--- src/pic_regs.svh ---
`ifndef PIC_REGS_SVH
`define PIC_REGS_SVH
`define PIC_ADDR_WR 8'h34
`define PIC_ADDR_RD 8'h35
`define PIC_SUB_INC 5'h00
`define PIC_SUB_FIX 5'h1e
`define PIC_REG_ALPHA_GAIN 3'h0
`define PIC_REG_ALPHA_SW 3'h1
`define PIC_REG_NORM_GAIN 3'h2
`define PIC_REG_CLAMP_SUM 3'h3
`define PIC_REG_DROPOUT 3'h4
`define PIC_REG_BETA 3'h5
`define PIC_REG_PUSH_PULL 3'h6
`define PIC_REG_MODE 3'h7
`define PIC_RST_ZERO 8'h00
`define PIC_RST_BETA 8'h1f
`define PIC_RST_PUSH_PULL 8'h60
`define PIC_PORR_BIT 7
`define PIC_STATUS_BIT 7
`endif

--- src/pic_pkg.sv ---
package pic_pkg;
  typedef enum logic [3:0] {
    PIC_IDLE = 4'b0000,
    PIC_ADDR = 4'b0001,
    PIC_ADDR_ACK = 4'b0010,
    PIC_SUB = 4'b0011,
    PIC_SUB_ACK = 4'b0100,
    PIC_DATA = 4'b0101,
    PIC_DATA_ACK = 4'b0110,
    PIC_RD = 4'b0111,
    PIC_RD_ACK = 4'b1000
  } pic_state_type;

  typedef struct packed {
    logic scl;
    logic sda;
    logic scl_rise;
    logic scl_fall;
    logic start;
    logic stop;
  } pic_bus_ev_type;

  typedef struct packed {
    logic scl_meta;
    logic scl_s;
    logic scl_p;
    logic sda_meta;
    logic sda_s;
    logic sda_p;
  } pic_sync_st_type;

  typedef struct packed {
    pic_state_type fsm;
    logic [2:0] bit_cnt;
    logic byte_done;
    logic [7:0] shift;
    logic sda_low;
    logic rd_mode;
    logic [2:0] ptr;
    logic inc_en;
    logic [7:0][7:0] regs;
    logic [7:0] rd_byte;
  } pic_core_st_type;

  typedef struct packed {
    logic [2:0] alpha_in_gain;
    logic [4:0] alpha_dac;
    logic [1:0] cdr_alpha_gain;
    logic cdr_alpha_power;
    logic peak_test;
    logic rw_mode2;
    logic rw_alpha;
    logic [1:0] power_error_output_gain;
    logic [1:0] track_loss_gain;
    logic radial_self_test;
    logic [4:0] norm_dac;
    logic dac_test;
    logic clamp_low;
    logic clamp_high;
    logic [4:0] sum_ref_dac;
    logic [7:0] dropout_dac;
    logic input_res_opt;
    logic [1:0] averaged_aperture_signal_bw;
    logic [4:0] beta_dac;
    logic pp_fast_en;
    logic pp_slow_en;
    logic [4:0] pp_dac;
    logic [1:0] adjust_sel;
    logic [1:0] wobble_bw;
    logic disc_rw;
    logic uref_high;
  } pic_ctrl_type;
endpackage : pic_pkg

--- src/pic_pin_sync.sv ---
`timescale 1ns/1ns
`default_nettype none
module pic_pin_sync (
  input wire logic i_clk,
  input wire logic i_rst,
  input wire logic i_scl,
  input wire logic i_sda,
  output pic_pkg::pic_bus_ev_type o_ev
);
  import pic_pkg::*;

  pic_sync_st_type st_q;
  pic_sync_st_type st_d;

  always_comb begin
    st_d = st_q;
    st_d.scl_meta = i_scl;
    st_d.scl_s = st_q.scl_meta;
    st_d.scl_p = st_q.scl_s;
    st_d.sda_meta = i_sda;
    st_d.sda_s = st_q.sda_meta;
    st_d.sda_p = st_q.sda_s;
  end

  // Idle bus lines are high, so reset to high to avoid a false start
  always_ff @(posedge i_clk or posedge i_rst) begin
    if (i_rst) begin
      st_q <= '1;
    end else begin
      st_q <= st_d;
    end
  end

  assign o_ev.scl = st_q.scl_s;
  assign o_ev.sda = st_q.sda_s;
  assign o_ev.scl_rise = st_q.scl_s & ~st_q.scl_p;
  assign o_ev.scl_fall = ~st_q.scl_s & st_q.scl_p;
  assign o_ev.start = st_q.scl_s & st_q.scl_p & st_q.sda_p & ~st_q.sda_s;
  assign o_ev.stop = st_q.scl_s & st_q.scl_p & ~st_q.sda_p & st_q.sda_s;
endmodule : pic_pin_sync
`default_nettype wire

--- src/pic_ctrl_bank.sv ---
`timescale 1ns/1ns
`default_nettype none
`include "pic_regs.svh"
module pic_ctrl_bank (
  input wire logic I_SYS_CLK,
  input wire logic I_RST,
  input wire logic I_SCL,
  input wire logic I_SDA,
  output logic O_SDA,
  output logic O_SDA_OE_N,
  output logic O_POR_FLAG,
  output pic_pkg::pic_ctrl_type O_CTRL
);
  import pic_pkg::*;

  localparam logic [7:0][7:0] RST_VALS = {
    `PIC_RST_ZERO,
    `PIC_RST_PUSH_PULL,
    `PIC_RST_BETA,
    `PIC_RST_ZERO,
    `PIC_RST_ZERO,
    `PIC_RST_ZERO,
    `PIC_RST_ZERO,
    `PIC_RST_ZERO
  };

  localparam pic_core_st_type ST_RESET = '{
    fsm: PIC_IDLE,
    bit_cnt: 3'h0,
    byte_done: 1'b0,
    shift: 8'h00,
    sda_low: 1'b0,
    rd_mode: 1'b0,
    ptr: 3'h0,
    inc_en: 1'b0,
    regs: RST_VALS,
    rd_byte: 8'h00
  };

  pic_bus_ev_type ev;
  pic_core_st_type st_q;
  pic_core_st_type st_d;
  logic [7:0] reg_match;
  logic por_flag;
  logic [7:0] status_byte;
  logic [7:0] r0;
  logic [7:0] r1;
  logic [7:0] r2;
  logic [7:0] r3;
  logic [7:0] r4;
  logic [7:0] r5;
  logic [7:0] r6;
  logic [7:0] r7;

  pic_pin_sync u_sync (
    .i_clk(I_SYS_CLK),
    .i_rst(I_RST),
    .i_scl(I_SCL),
    .i_sda(I_SDA),
    .o_ev(ev)
  );

  // Per-register compare against the reset image
  genvar g;
  generate
    for (g = 0; g < 8; g++) begin : g_match
      assign reg_match[g] = (st_q.regs[g] == RST_VALS[g]);
    end
  endgenerate

  // Set bit 7 of register 07H lifts the bank out of the reset image
  always_comb begin
    por_flag = &reg_match;
    if (st_q.regs[`PIC_REG_MODE][`PIC_PORR_BIT]) begin
      por_flag = 1'b0;
    end
    status_byte = 8'h00;
    status_byte[`PIC_STATUS_BIT] = por_flag;
  end

  always_comb begin
    st_d = st_q;
    if (ev.stop) begin
      st_d.fsm = PIC_IDLE;
      st_d.sda_low = 1'b0;
      st_d.byte_done = 1'b0;
    end else if (ev.start) begin
      st_d.fsm = PIC_ADDR;
      st_d.bit_cnt = 3'h0;
      st_d.byte_done = 1'b0;
      st_d.sda_low = 1'b0;
    end else begin
      case (st_q.fsm)
        PIC_IDLE: begin
          st_d.sda_low = 1'b0;
        end
        PIC_ADDR, PIC_SUB, PIC_DATA: begin
          if (ev.scl_rise) begin
            st_d.shift = {st_q.shift[6:0], ev.sda};
            st_d.bit_cnt = st_q.bit_cnt + 3'h1;
            if (st_q.bit_cnt == 3'h7) begin
              st_d.byte_done = 1'b1;
            end
          end
          if (ev.scl_fall && st_q.byte_done) begin
            st_d.byte_done = 1'b0;
            st_d.fsm = PIC_IDLE;
            if (st_q.fsm == PIC_ADDR) begin
              if (st_q.shift == `PIC_ADDR_WR) begin
                st_d.rd_mode = 1'b0;
                st_d.sda_low = 1'b1;
                st_d.fsm = PIC_ADDR_ACK;
              end else if (st_q.shift == `PIC_ADDR_RD) begin
                st_d.rd_mode = 1'b1;
                st_d.sda_low = 1'b1;
                st_d.fsm = PIC_ADDR_ACK;
              end
            end else if (st_q.fsm == PIC_SUB) begin
              if (st_q.shift[7:3] == `PIC_SUB_INC) begin
                st_d.ptr = st_q.shift[2:0];
                st_d.inc_en = 1'b1;
                st_d.sda_low = 1'b1;
                st_d.fsm = PIC_SUB_ACK;
              end else if (st_q.shift[7:3] == `PIC_SUB_FIX) begin
                st_d.ptr = st_q.shift[2:0];
                st_d.inc_en = 1'b0;
                st_d.sda_low = 1'b1;
                st_d.fsm = PIC_SUB_ACK;
              end
            end else begin
              st_d.regs[st_q.ptr] = st_q.shift;
              if (st_q.inc_en) begin
                // Three-bit pointer rolls from 07H to 00H by itself
                st_d.ptr = st_q.ptr + 3'h1;
              end
              st_d.sda_low = 1'b1;
              st_d.fsm = PIC_DATA_ACK;
            end
          end
        end
        PIC_ADDR_ACK: begin
          if (ev.scl_fall) begin
            st_d.sda_low = 1'b0;
            st_d.bit_cnt = 3'h0;
            if (st_q.rd_mode) begin
              // Status is captured as the first bit goes out
              st_d.rd_byte = status_byte;
              st_d.sda_low = ~status_byte[7];
              st_d.fsm = PIC_RD;
            end else begin
              st_d.fsm = PIC_SUB;
            end
          end
        end
        PIC_SUB_ACK, PIC_DATA_ACK: begin
          if (ev.scl_fall) begin
            st_d.sda_low = 1'b0;
            st_d.bit_cnt = 3'h0;
            st_d.fsm = PIC_DATA;
          end
        end
        PIC_RD: begin
          if (ev.scl_rise) begin
            st_d.bit_cnt = st_q.bit_cnt + 3'h1;
          end
          if (ev.scl_fall) begin
            if (st_q.bit_cnt == 3'h0) begin
              st_d.sda_low = 1'b0;
              st_d.fsm = PIC_RD_ACK;
            end else begin
              st_d.rd_byte = {st_q.rd_byte[6:0], 1'b0};
              st_d.sda_low = ~st_q.rd_byte[6];
            end
          end
        end
        PIC_RD_ACK: begin
          if (ev.scl_rise) begin
            if (ev.sda) begin
              st_d.fsm = PIC_IDLE;
            end else begin
              // Master asked for more: repeat the status byte
              st_d.fsm = PIC_ADDR_ACK;
            end
          end
        end
        default: begin
          st_d.fsm = PIC_IDLE;
          st_d.sda_low = 1'b0;
        end
      endcase
    end
  end

  always_ff @(posedge I_SYS_CLK or posedge I_RST) begin
    if (I_RST) begin
      st_q <= ST_RESET;
    end else begin
      st_q <= st_d;
    end
  end

  assign O_SDA = 1'b0;
  assign O_SDA_OE_N = ~st_q.sda_low;
  assign O_POR_FLAG = por_flag;

  assign r0 = st_q.regs[`PIC_REG_ALPHA_GAIN];
  assign r1 = st_q.regs[`PIC_REG_ALPHA_SW];
  assign r2 = st_q.regs[`PIC_REG_NORM_GAIN];
  assign r3 = st_q.regs[`PIC_REG_CLAMP_SUM];
  assign r4 = st_q.regs[`PIC_REG_DROPOUT];
  assign r5 = st_q.regs[`PIC_REG_BETA];
  assign r6 = st_q.regs[`PIC_REG_PUSH_PULL];
  assign r7 = st_q.regs[`PIC_REG_MODE];

  // Register 00H
  assign O_CTRL.alpha_in_gain = r0[7:5];
  assign O_CTRL.alpha_dac = r0[4:0];

  // Register 01H, bit 7 is free
  assign O_CTRL.cdr_alpha_gain = {r1[6], r1[4]};
  assign O_CTRL.cdr_alpha_power = r1[4];
  assign O_CTRL.peak_test = r1[5];
  assign O_CTRL.rw_mode2 = r1[3];
  assign O_CTRL.rw_alpha = r1[2];
  assign O_CTRL.power_error_output_gain = r1[1:0];

  // Register 02H
  assign O_CTRL.track_loss_gain = r2[7:6];
  assign O_CTRL.radial_self_test = r2[5];
  assign O_CTRL.norm_dac = r2[4:0];

  // Register 03H, bit 5 alone picks the low clamp
  assign O_CTRL.dac_test = r3[7];
  assign O_CTRL.clamp_low = r3[5];
  assign O_CTRL.clamp_high = r3[6] & ~r3[5];
  assign O_CTRL.sum_ref_dac = r3[4:0];

  // Register 04H
  assign O_CTRL.dropout_dac = r4;

  // Register 05H
  assign O_CTRL.input_res_opt = r5[7];
  assign O_CTRL.averaged_aperture_signal_bw = r5[6:5];
  assign O_CTRL.beta_dac = r5[4:0];

  // Register 06H, bit 7 is free
  assign O_CTRL.pp_fast_en = r6[6];
  assign O_CTRL.pp_slow_en = r6[5];
  assign O_CTRL.pp_dac = r6[4:0];

  // Register 07H, bit 6 drives nothing; bit 7 only clears the reset flag
  assign O_CTRL.adjust_sel = r7[1:0];
  assign O_CTRL.wobble_bw = r7[3:2];
  assign O_CTRL.disc_rw = r7[4];
  assign O_CTRL.uref_high = r7[5];
endmodule : pic_ctrl_bank
`default_nettype wire

--- config.mk ---
export PLATFORM = sky130hd
export DESIGN_NAME = pic_ctrl_bank
export DESIGN_NICKNAME = d
export VERILOG_FILES = /design/src/pic_pkg.sv /design/src/pic_pin_sync.sv /design/src/pic_ctrl_bank.sv
export VERILOG_INCLUDE_DIRS = /design/src
export SDC_FILE = /design/constraint.sdc
export NUM_CORES = 1
export LEC_CHECK = 0
export BUFFER_PORTS_ARGS = -buffer_cell sky130_fd_sc_hd__buf_2
export CORE_UTILIZATION = 57
export CTS_CLUSTER_SIZE = 16
export DETAILED_ROUTE_END_ITERATION = 12
export MAX_ROUTING_LAYER = met4
export PLACE_DENSITY_LB_ADDON = 0.2
export SLEW_MARGIN = 20
export SYNTH_ARGS = -nofsm -noshare
export SYNTH_HDL_FRONTEND = slang
export SYNTH_HIERARCHICAL = 1
export SYNTH_SLANG_ARGS = --single-unit
--- constraint.sdc ---
create_clock -name I_SYS_CLK -period 3.05 [get_ports I_SYS_CLK]
set_input_delay 0.305 -clock I_SYS_CLK [delete_from_list [all_inputs] [get_ports I_SYS_CLK]]
set_output_delay 0.305 -clock I_SYS_CLK [all_outputs]
set_load 0.02 [all_outputs]
==> results.py, run 1 <==
metrics = {
    "outcome": {
        "status": "finished, final reports clean",
    },
    "worst_hold_path": {
        "hold_class": "in2async",
    },
    "sta": {
        "relSlewSlack_pct": 51.1,
        "fin_ws_ns": 0.532,
        "fin_setup_tns_ns": 0,
        "setup_viol_count_final": 0,
        "period_share_pct": 82.6,
        "slew_violations": 0,
        "hold_violations": 0,
        "tightestPinTransition_ns": 0.732,
        "skew_ns": 0.0104,
        "min_period_ns": 2.52,
        "rsz0062_at_grt": "false",
        "max_freq_mhz": 397,
    },
    "die": {
        "die-area_um2": 8630,
        "core_um2": 7850,
        "die_w_um": 92.9,
        "rows": 32,
        "initial_core_util_pct": 60.0,
        "chipHeight_um": 92.9,
        "io_pins": 68,
    },
    "finish": {
        "fillerInstances": 655,
        "syn_to_final_growth_pct": 2.90,
        "num_antenna_cells": 0,
        "fin_nets": 403,
        "layout.cells.non_filler": 502,
        "layout-drive-gt1-share_pct": 47.3,
    },
    "yosys": {
        "syn_nets": 401,
        "syn_avg_cell_area_um2": 12.0,
        "syn_inst": 393,
        "synth_area_um2": 4710,
        "yosysWarningCount": 6,
    },
    "placement": {
        "place.port_buffers": 66,
        "dp_hpwl_mm": 6.27,
        "place_ws_ns": 0.678,
        "gp_congestion": 0.885,
        "dp.cells": 486,
    },
    "grt": {
        "antenna_found_initial": 0,
        "grt_pass1_vias": 2934,
        "grt_max_degree": 87,
        "grt_overflow_total": 0,
        "grt_pass1_wl_mm": 15.1,
        "gr-usage-all-layers_pct": 23.8,
    },
    "cts": {
        "htreeDepth": 3,
        "clk_path_buf_depth": 2,
        "cts_resized": 0,
        "cts_tree": "done",
        "cts_buffers": 9,
        "hold_buffers": 0,
        "path_clk_slew_ns": 0.09,
        "cts_setup_buffers": 0,
        "root_buffer": "clkbuf_8",
        "cts_sinks": 92,
        "clk_latency_ns": 0.36,
    },
    "routing": {
        "ant_nets": 0,
        "route.detailed.vias_per_inst": 5.89,
        "routed_wl_mm": 9.14,
        "first_pass_iters": 5,
        "drc_errors": 0,
        "drt-initial-drc-count": 155,
        "routedWlPerCell_um": 18.2,
        "vias": 2958,
    },
    "setup_path": {
        "cp-end-kind": "primary output",
        "cp.required_ns": 2.74,
        "critPathMaxFanout": 3,
        "worst_setup_path_start_kind": "flip-flop",
        "regToRegSetupSlack_ns": 0.66,
        "critPathKind": "reg2out",
        "worstPathArrival_ns": 2.21,
    },
    "power_and_ir_drop": {
        "p_clk_share_pct": 29.7,
        "swShare_pct": 31.5,
        "power_frac_seq_pct": 57.2,
        "switching_power_uw": 794,
        "comb_power_share_pct": 13.1,
        "power.density_nw_per_um2": 521,
        "ir_drop_mv": 0.233,
        "p_int_mw": 1.73,
        "p_leak_nw": 2.55,
    },
    "run": {
        "drv_cap": 0,
    },
}
-- cell usage in the layout (no fill, tap or decap), types with 3 or more instances in the layout --
master	instances
dfrtp_1	79
mux2_2	74
buf_2	66
nor4_1	15
nor2_1	13
nand2_1	13
dfstp_2	13
o21ai_0	9
inv_1	9
a21oi_1	9
clkbuf_8	9
nand3_1	7
nand4_1	6
nor2b_1	5
nor3_1	4
ha_1	4
a31oi_1	3
and4b_1	3
nand2b_1	3
nand3b_4	3
-- power by group through the flow --
stage,sequential (mW),clock [mW],combinational [mW]
floorplan,1.34,0,0.323
global placement,1.47,0,0.318
detailed placement,1.47,0,0.329
CTS,1.45,0.772,0.330
global route,1.46,0.807,0.374
finish,1.44,0.749,0.330
-- metrics by stage --
stage          hold WS, ns  power, mW  utilization [%]  area (µm²)
2_1_floorplan        0.304       1.66                -        4710
3_3_place_gp         0.347       1.79             59.5        4670
3_5_place_dp         0.348       1.80             59.5        4670
4_1_cts             0.0115       2.55             61.7        4840
5_1_grt             0.0113       2.65             61.7        4840
6_report            0.0316       2.52             61.7        4840
-- path summary, 6_finish.rpt --
kind                                     start                    endpoint  cells past startpoint
worst max-delay path                 flip-flop                  O_POR_FLAG                      5
worst min-delay path                     I_RST                    st_q[83]                      3
worst max register to register  u_sync/o_ev[4]                   flip-flop                      6
worst min register to register  u_sync/st_d[1]              u_sync/o_ev[4]                      0
max in group asynchronous                I_RST  asynchronous set/reset pin                      3
min in group I_SYS_CLK                   I_SDA              u_sync/st_d[1]                      1
-- per-layer routing --
layer | vias to the layer above | GRT usage (%) | part of all wire [%]
met5 | - | - | 0
met1 | 1489 | 32.3 | 45
met4 | 0 | 7.31 | 1.2
met2 | 101 | 36.6 | 49
li1 | 1354 | - | -
met3 | 14 | 4.35 | 4.4
-- critical path: stages (launching register included) --
cell     delay [ns]
dfstp_2        0.55
nor4b_1        0.30
nand4_1        0.22
nor4_1         0.44
buf_4          0.19
buf_2          0.15
-- cell type report --
class	instances	area [µm²]	area share [%]
multi-input combinational	213	1820	37.5
clock inverter	5	45.0	0.930
sequential	92	2320	47.9
inverter	10	38.8	0.801
tap	102	128	2.63
timing repair buffer	69	365	7.54
clock buffer	11	131	2.71
Note: power is estimated with default switching activity, not from simulation.
==> inputs of run 2 (changes only) <==
==> constraint.sdc (replaced) <==
create_clock -name I_SYS_CLK -period 2.4 [get_ports I_SYS_CLK]
set_input_delay 0.24 -clock I_SYS_CLK [delete_from_list [all_inputs] [get_ports I_SYS_CLK]]
set_output_delay 0.24 -clock I_SYS_CLK [all_outputs]
set_load 0.02 [all_outputs]
==> run 2 against run 1 <==
- critical path depth is 2 higher
- power is 30% higher
- core utilization is 2.4 points higher
- highest routed layer unchanged
- count of clock-buffer cells in the layout did not move
- sequential share of layout area is 1.8 points lower
- die area stayed put
- combinational power rose by 45%
- register-to-register slack lost 0.58 ns
- non-clock buffer count is 16 higher
==> results.py, run 2 (synthesized netlist as in run 1, its figures left out) <==
metrics = {
    "run": {
        "drv_cap": 0,
    },
    "routing": {
        "route.detailed.vias_per_inst": 5.82,
        "ant_nets": 0,
        "vias": 3017,
        "routed_wl_mm": 9.81,
        "drc_errors": 0,
        "first_pass_iters": 4,
        "routedWlPerCell_um": 18.9,
        "drt-initial-drc-count": 154,
    },
    "sta": {
        "relSlewSlack_pct": 46.4,
        "rsz0062_at_grt": "false",
        "skew_ns": 0.0133,
        "period_share_pct": 96.8,
        "setup_viol_count_final": 0,
        "max_freq_mhz": 431,
        "fin_setup_tns_ns": 0,
        "min_period_ns": 2.32,
        "slew_violations": 0,
        "timing.hold.ws_ns": 0.361,
        "tightestPinTransition_ns": 0.802,
        "hold_violations": 0,
    },
    "die": {
        "chipHeight_um": 92.9,
        "rows": 32,
        "die-area_um2": 8630,
        "io_pins": 68,
        "initial_core_util_pct": 60.0,
        "core_um2": 7850,
        "die_w_um": 92.9,
    },
    "cts": {
        "cts_buffers": 9,
        "clk_path_buf_depth": 2,
        "htreeDepth": 3,
        "cts_sinks": 92,
        "cts_setup_buffers": 0,
        "clk_latency_ns": 0.35,
        "path_clk_slew_ns": 0.09,
        "root_buffer": "clkbuf_8",
        "cts_tree": "done",
    },
    "setup_path": {
        "cp.required_ns": 2.64,
        "worstPathArrival_ns": 2.56,
        "r2r-start": "u_sync/o_ev[4]",
        "critPathMaxFanout": 8,
        "crit_path_start": "u_sync/o_ev[4]",
        "regToRegSetupSlack_ns": 0.08,
        "critPathKind": "reg2reg",
        "cp-end-kind": "flip-flop",
        "worst_setup_path_start_kind": "flip-flop",
    },
    "power_and_ir_drop": {
        "switching_power_mw": 1.04,
        "p_leak_nw": 2.63,
        "p_clk_share_pct": 29.8,
        "power.density_nw_per_um2": 652,
        "ir_drop_mv": 0.321,
        "swShare_pct": 31.7,
        "total_power_mw": 3.28,
        "comb_power_share_pct": 14.6,
        "power_frac_seq_pct": 55.6,
        "p_int_mw": 2.24,
    },
    "grt": {
        "grt_overflow_total": 0,
        "gr-usage-all-layers_pct": 25.1,
        "grt_pass1_wl_mm": 16.0,
        "antenna_found_initial": 0,
        "grt_max_degree": 63,
        "grt_pass1_vias": 2977,
    },
    "worst_hold_path": {
        "hold_class": "reg2reg",
        "worstHoldStart": "u_sync/st_d[1]",
    },
    "placement": {
        "place.port_buffers": 66,
        "gp_congestion": 0.880,
        "dp_hpwl_mm": 6.74,
    },
    "finish": {
        "num_antenna_cells": 0,
        "layout-drive-gt1-share_pct": 49.5,
        "fin_nets": 419,
        "syn_to_final_growth_pct": 6.94,
        "layout_common_cells": "79 x dfrtp_1, 74 x mux2_2, 66 x buf_2",
        "final_common_cell": "dfrtp_1",
    },
    "outcome": {
        "status": "finished, final reports clean",
    },
}
run 2: what timing repair did:
item,CTS,global route
endpoints found under the setup margin,1,28
gates resized for setup,1,2
hold endpoints to repair,20,0
hold buffers,3,0
run 2: power by group through the flow:
| stage | Sequential [mW] | Clock, mW | Combinational (mW) |
|---|---|---|---|
| after floorplan | 1.70 | 0 | 0.411 |
| after global placement | 1.86 | 0 | 0.464 |
| after detailed placement | 1.86 | 0 | 0.469 |
| after CTS | 1.82 | 1.01 | 0.476 |
| after global routing | 1.84 | 1.07 | 0.542 |
| final | 1.83 | 0.980 | 0.479 |
run 2: worst paths after layout:
check	end	cells past startpoint
worst max-delay path	flip-flop	7
worst min-delay path	u_sync/o_ev[4]	0
worst max register to register	flip-flop	7
worst min register to register	u_sync/o_ev[4]	0
max in group asynchronous	asynchronous set/reset pin	4
min in group asynchronous	asynchronous set/reset pin	3
run 2: cell type report:
class | count | area, µm²
flip-flops and latches | 92 | 2320
clock buffers | 11 | 141
inverters | 10 | 41.3
well taps | 102 | 128
repair buffers | 85 | 531
clock inverters | 5 | 43.8
fillers | 645 | 2810
multi-input cells | 213 | 1830
run 2: stage by stage:
stage / util, % / worst slack (ns) / area (µm²) / std cells
finish: 64.2 / 0.0774 / 5030 / 518
floorplan: - / 0.238 / 4710 / 393
CTS: 64.1 / 0.0297 / 5030 / 518
global route: 64.2 / 0.0188 / 5030 / 518
detailed placement: 61.2 / 0.0480 / 4810 / 499
global placement: 61.2 / 0.0876 / 4810 / 499
run 2: per-layer routing:
layer	share of wire [%]	global-route usage, %	vias to the layer above
li1	-	-	1379
met1	47	36.1	1553
met2	48	36.9	75
met3	3.7	3.28	10
met4	1.2	8.46	0
met5	0	-	-
run 2: critical path, stage by stage (launching register included):
cell and delay [ns]:
dfstp_2 0.57, and4b_1 0.25, or2_4 0.28, nor2_4 0.18, nand3b_4 0.17, nor3b_4 0.26, buf_12 0.16, mux2_2 0.33
==> inputs of run 3 (changes only) <==
==> constraint.sdc (replaced) <==
create_clock -name I_SYS_CLK -period 2.62 [get_ports I_SYS_CLK]
set_input_delay 0.262 -clock I_SYS_CLK [delete_from_list [all_inputs] [get_ports I_SYS_CLK]]
set_output_delay 0.262 -clock I_SYS_CLK [all_outputs]
set_load 0.02 [all_outputs]
==> run 3 against run 2 <==
- count of clock-buffer cells in the layout unchanged
- critical path depth decreased by 2
- die area unchanged
- core utilization decreased by 1.4 points
- final cell count decreased by 1.9%
- sequential cell count unchanged
- first-iteration DRC count decreased by 25%
- clock power decreased by 0.7%
- power decreased by 7.2%
==> results.py, run 3 (synthesized netlist as in run 1, its figures left out) <==
metrics = {
    "finish": {
        "fillerInstances": 647,
        "layout_common_cells": "79 x dfrtp_1, 74 x mux2_2, 66 x buf_2",
        "stdcell_area_um2": 4920,
        "num_antenna_cells": 0,
        "final_common_cell": "dfrtp_1",
        "syn_to_final_growth_pct": 4.57,
        "fin_nets": 409,
        "layout-drive-gt1-share_pct": 47.5,
    },
    "cts": {
        "root_buffer": "clkbuf_8",
        "cts_buffers": 9,
        "path_clk_slew_ns": 0.09,
        "cts_setup_buffers": 0,
        "cts_sinks": 92,
        "clk_path_buf_depth": 2,
        "htreeDepth": 3,
        "cts_tree": "done",
        "clk_latency_ns": 0.36,
    },
    "sta": {
        "relSlewSlack_pct": 51.2,
        "period_share_pct": 92.7,
        "hold_violations": 0,
        "setup_viol_count_final": 0,
        "tightestPinTransition_ns": 0.730,
        "skew_ns": 0.0126,
        "min_period_ns": 2.43,
        "rsz0062_at_grt": "false",
        "slew_violations": 0,
        "fin_setup_tns_ns": 0,
        "max_freq_mhz": 412,
    },
    "setup_path": {
        "regToRegSetupSlack_ns": 0.23,
        "worst_setup_path_start_kind": "flip-flop",
        "critPathMaxFanout": 3,
        "critPathKind": "reg2out",
        "cp.required_ns": 2.36,
        "worstPathArrival_ns": 2.17,
        "reg2regPathDepth": 6,
        "cp-end-kind": "primary output",
    },
    "power_and_ir_drop": {
        "ir_drop_mv": 0.349,
        "p_leak_nw": 2.58,
        "power.density_nw_per_um2": 619,
    },
    "grt": {
        "antenna_found_initial": 0,
        "gr-usage-met2_pct": 39.4,
        "gr-usage-all-layers_pct": 24.0,
        "grt_pass1_vias": 2958,
        "top_usage_layer": "met2",
        "grt_pass1_wl_mm": 15.3,
        "grt_max_degree": 41,
        "grtUsageMet3_pct": 2.22,
        "grt_overflow_total": 0,
        "use_met1_pct": 31.8,
    },
    "routing": {
        "drc_errors": 0,
        "routedWlPerCell_um": 18.4,
        "route.detailed.vias_per_inst": 5.90,
        "drt-initial-drc-count": 116,
        "ant_nets": 0,
        "first_pass_iters": 6,
        "routed_wl_mm": 9.35,
        "vias": 2998,
    },
    "die": {
        "io_pins": 68,
        "rows": 32,
        "core_um2": 7850,
        "initial_core_util_pct": 60.0,
        "die-area_um2": 8630,
        "chipHeight_um": 92.9,
        "die_w_um": 92.9,
    },
    "placement": {
        "dpl_cell_area_um2": 4690,
        "dp_hpwl_mm": 6.57,
        "gp_congestion": 0.910,
        "place.port_buffers": 66,
    },
    "worst_hold_path": {
        "hold_class": "reg2reg",
        "whs_path_depth": 0,
    },
    "run": {
        "drv_cap": 0,
    },
    "outcome": {
        "status": "finished, final reports clean",
    },
}
[run 3: power breakdown]
part | internal (mW) | switching [mW] | total (mW)
registers | 1.48 | 0.209 | 1.69
clock network | 0.471 | 0.502 | 0.973
logic | 0.169 | 0.212 | 0.381
[run 3: area by class of cell]
cell class | instances | area, µm² | area share (%)
Tap cell | 102 | 128 | 2.59
Inverter | 10 | 38.8 | 0.788
Sequential cell | 92 | 2320 | 47.1
Multi-Input combinational cell | 213 | 1820 | 36.9
Timing Repair Buffer | 75 | 418 | 8.49
Clock inverter | 5 | 61.3 | 1.25
Clock buffer | 11 | 141 | 2.87
[run 3: path summary, 6_finish.rpt]
kind	end	startpoint
worst max-delay path	O_POR_FLAG	flip-flop
worst max register to register	flip-flop	u_sync/o_ev[4]
worst min register to register	u_sync/o_ev[4]	u_sync/st_d[1]
min in group asynchronous	asynchronous set/reset pin	I_RST
max in group asynchronous	asynchronous set/reset pin	I_RST
worst min-delay path	u_sync/o_ev[4]	u_sync/st_d[1]
[run 3: metal layers]
metal  vias to the layer above  part of all wire [%]  wire length [µm]
met5                         -                     0                 0
met4                         0                   1.3               124
met3                        11                   4.2               390
met2                        92                    49              4600
met1                      1527                    45              4240
li1                       1368                     -                 -
[run 3: timing repair]
item / CTS / global route
hold buffers: 3 / 0
hold endpoints to repair: 28 / 0
gates resized for setup: 0 / 0
[run 3: stage by stage]
step                      util [%]  total power [mW]  worst slack (ns)  hold slack (ns)  instances
after global routing          62.7              3.18            0.0812            0.366        508
after CTS                     62.7              3.07             0.172            0.360        508
final                         62.7              3.05             0.190            0.360        508
after floorplan                  -              1.94             0.148            0.261        393
after detailed placement      59.8              2.10             0.240            0.313        489
after global placement        59.8              2.08             0.298            0.309        489
[run 3: critical path, cell delays in order (launching register included)]
cell and delay [ns]:
dfstp_2 0.54, nor4b_1 0.30, nand4_1 0.23, nor4_1 0.39
buf_4 0.19, buf_2 0.16
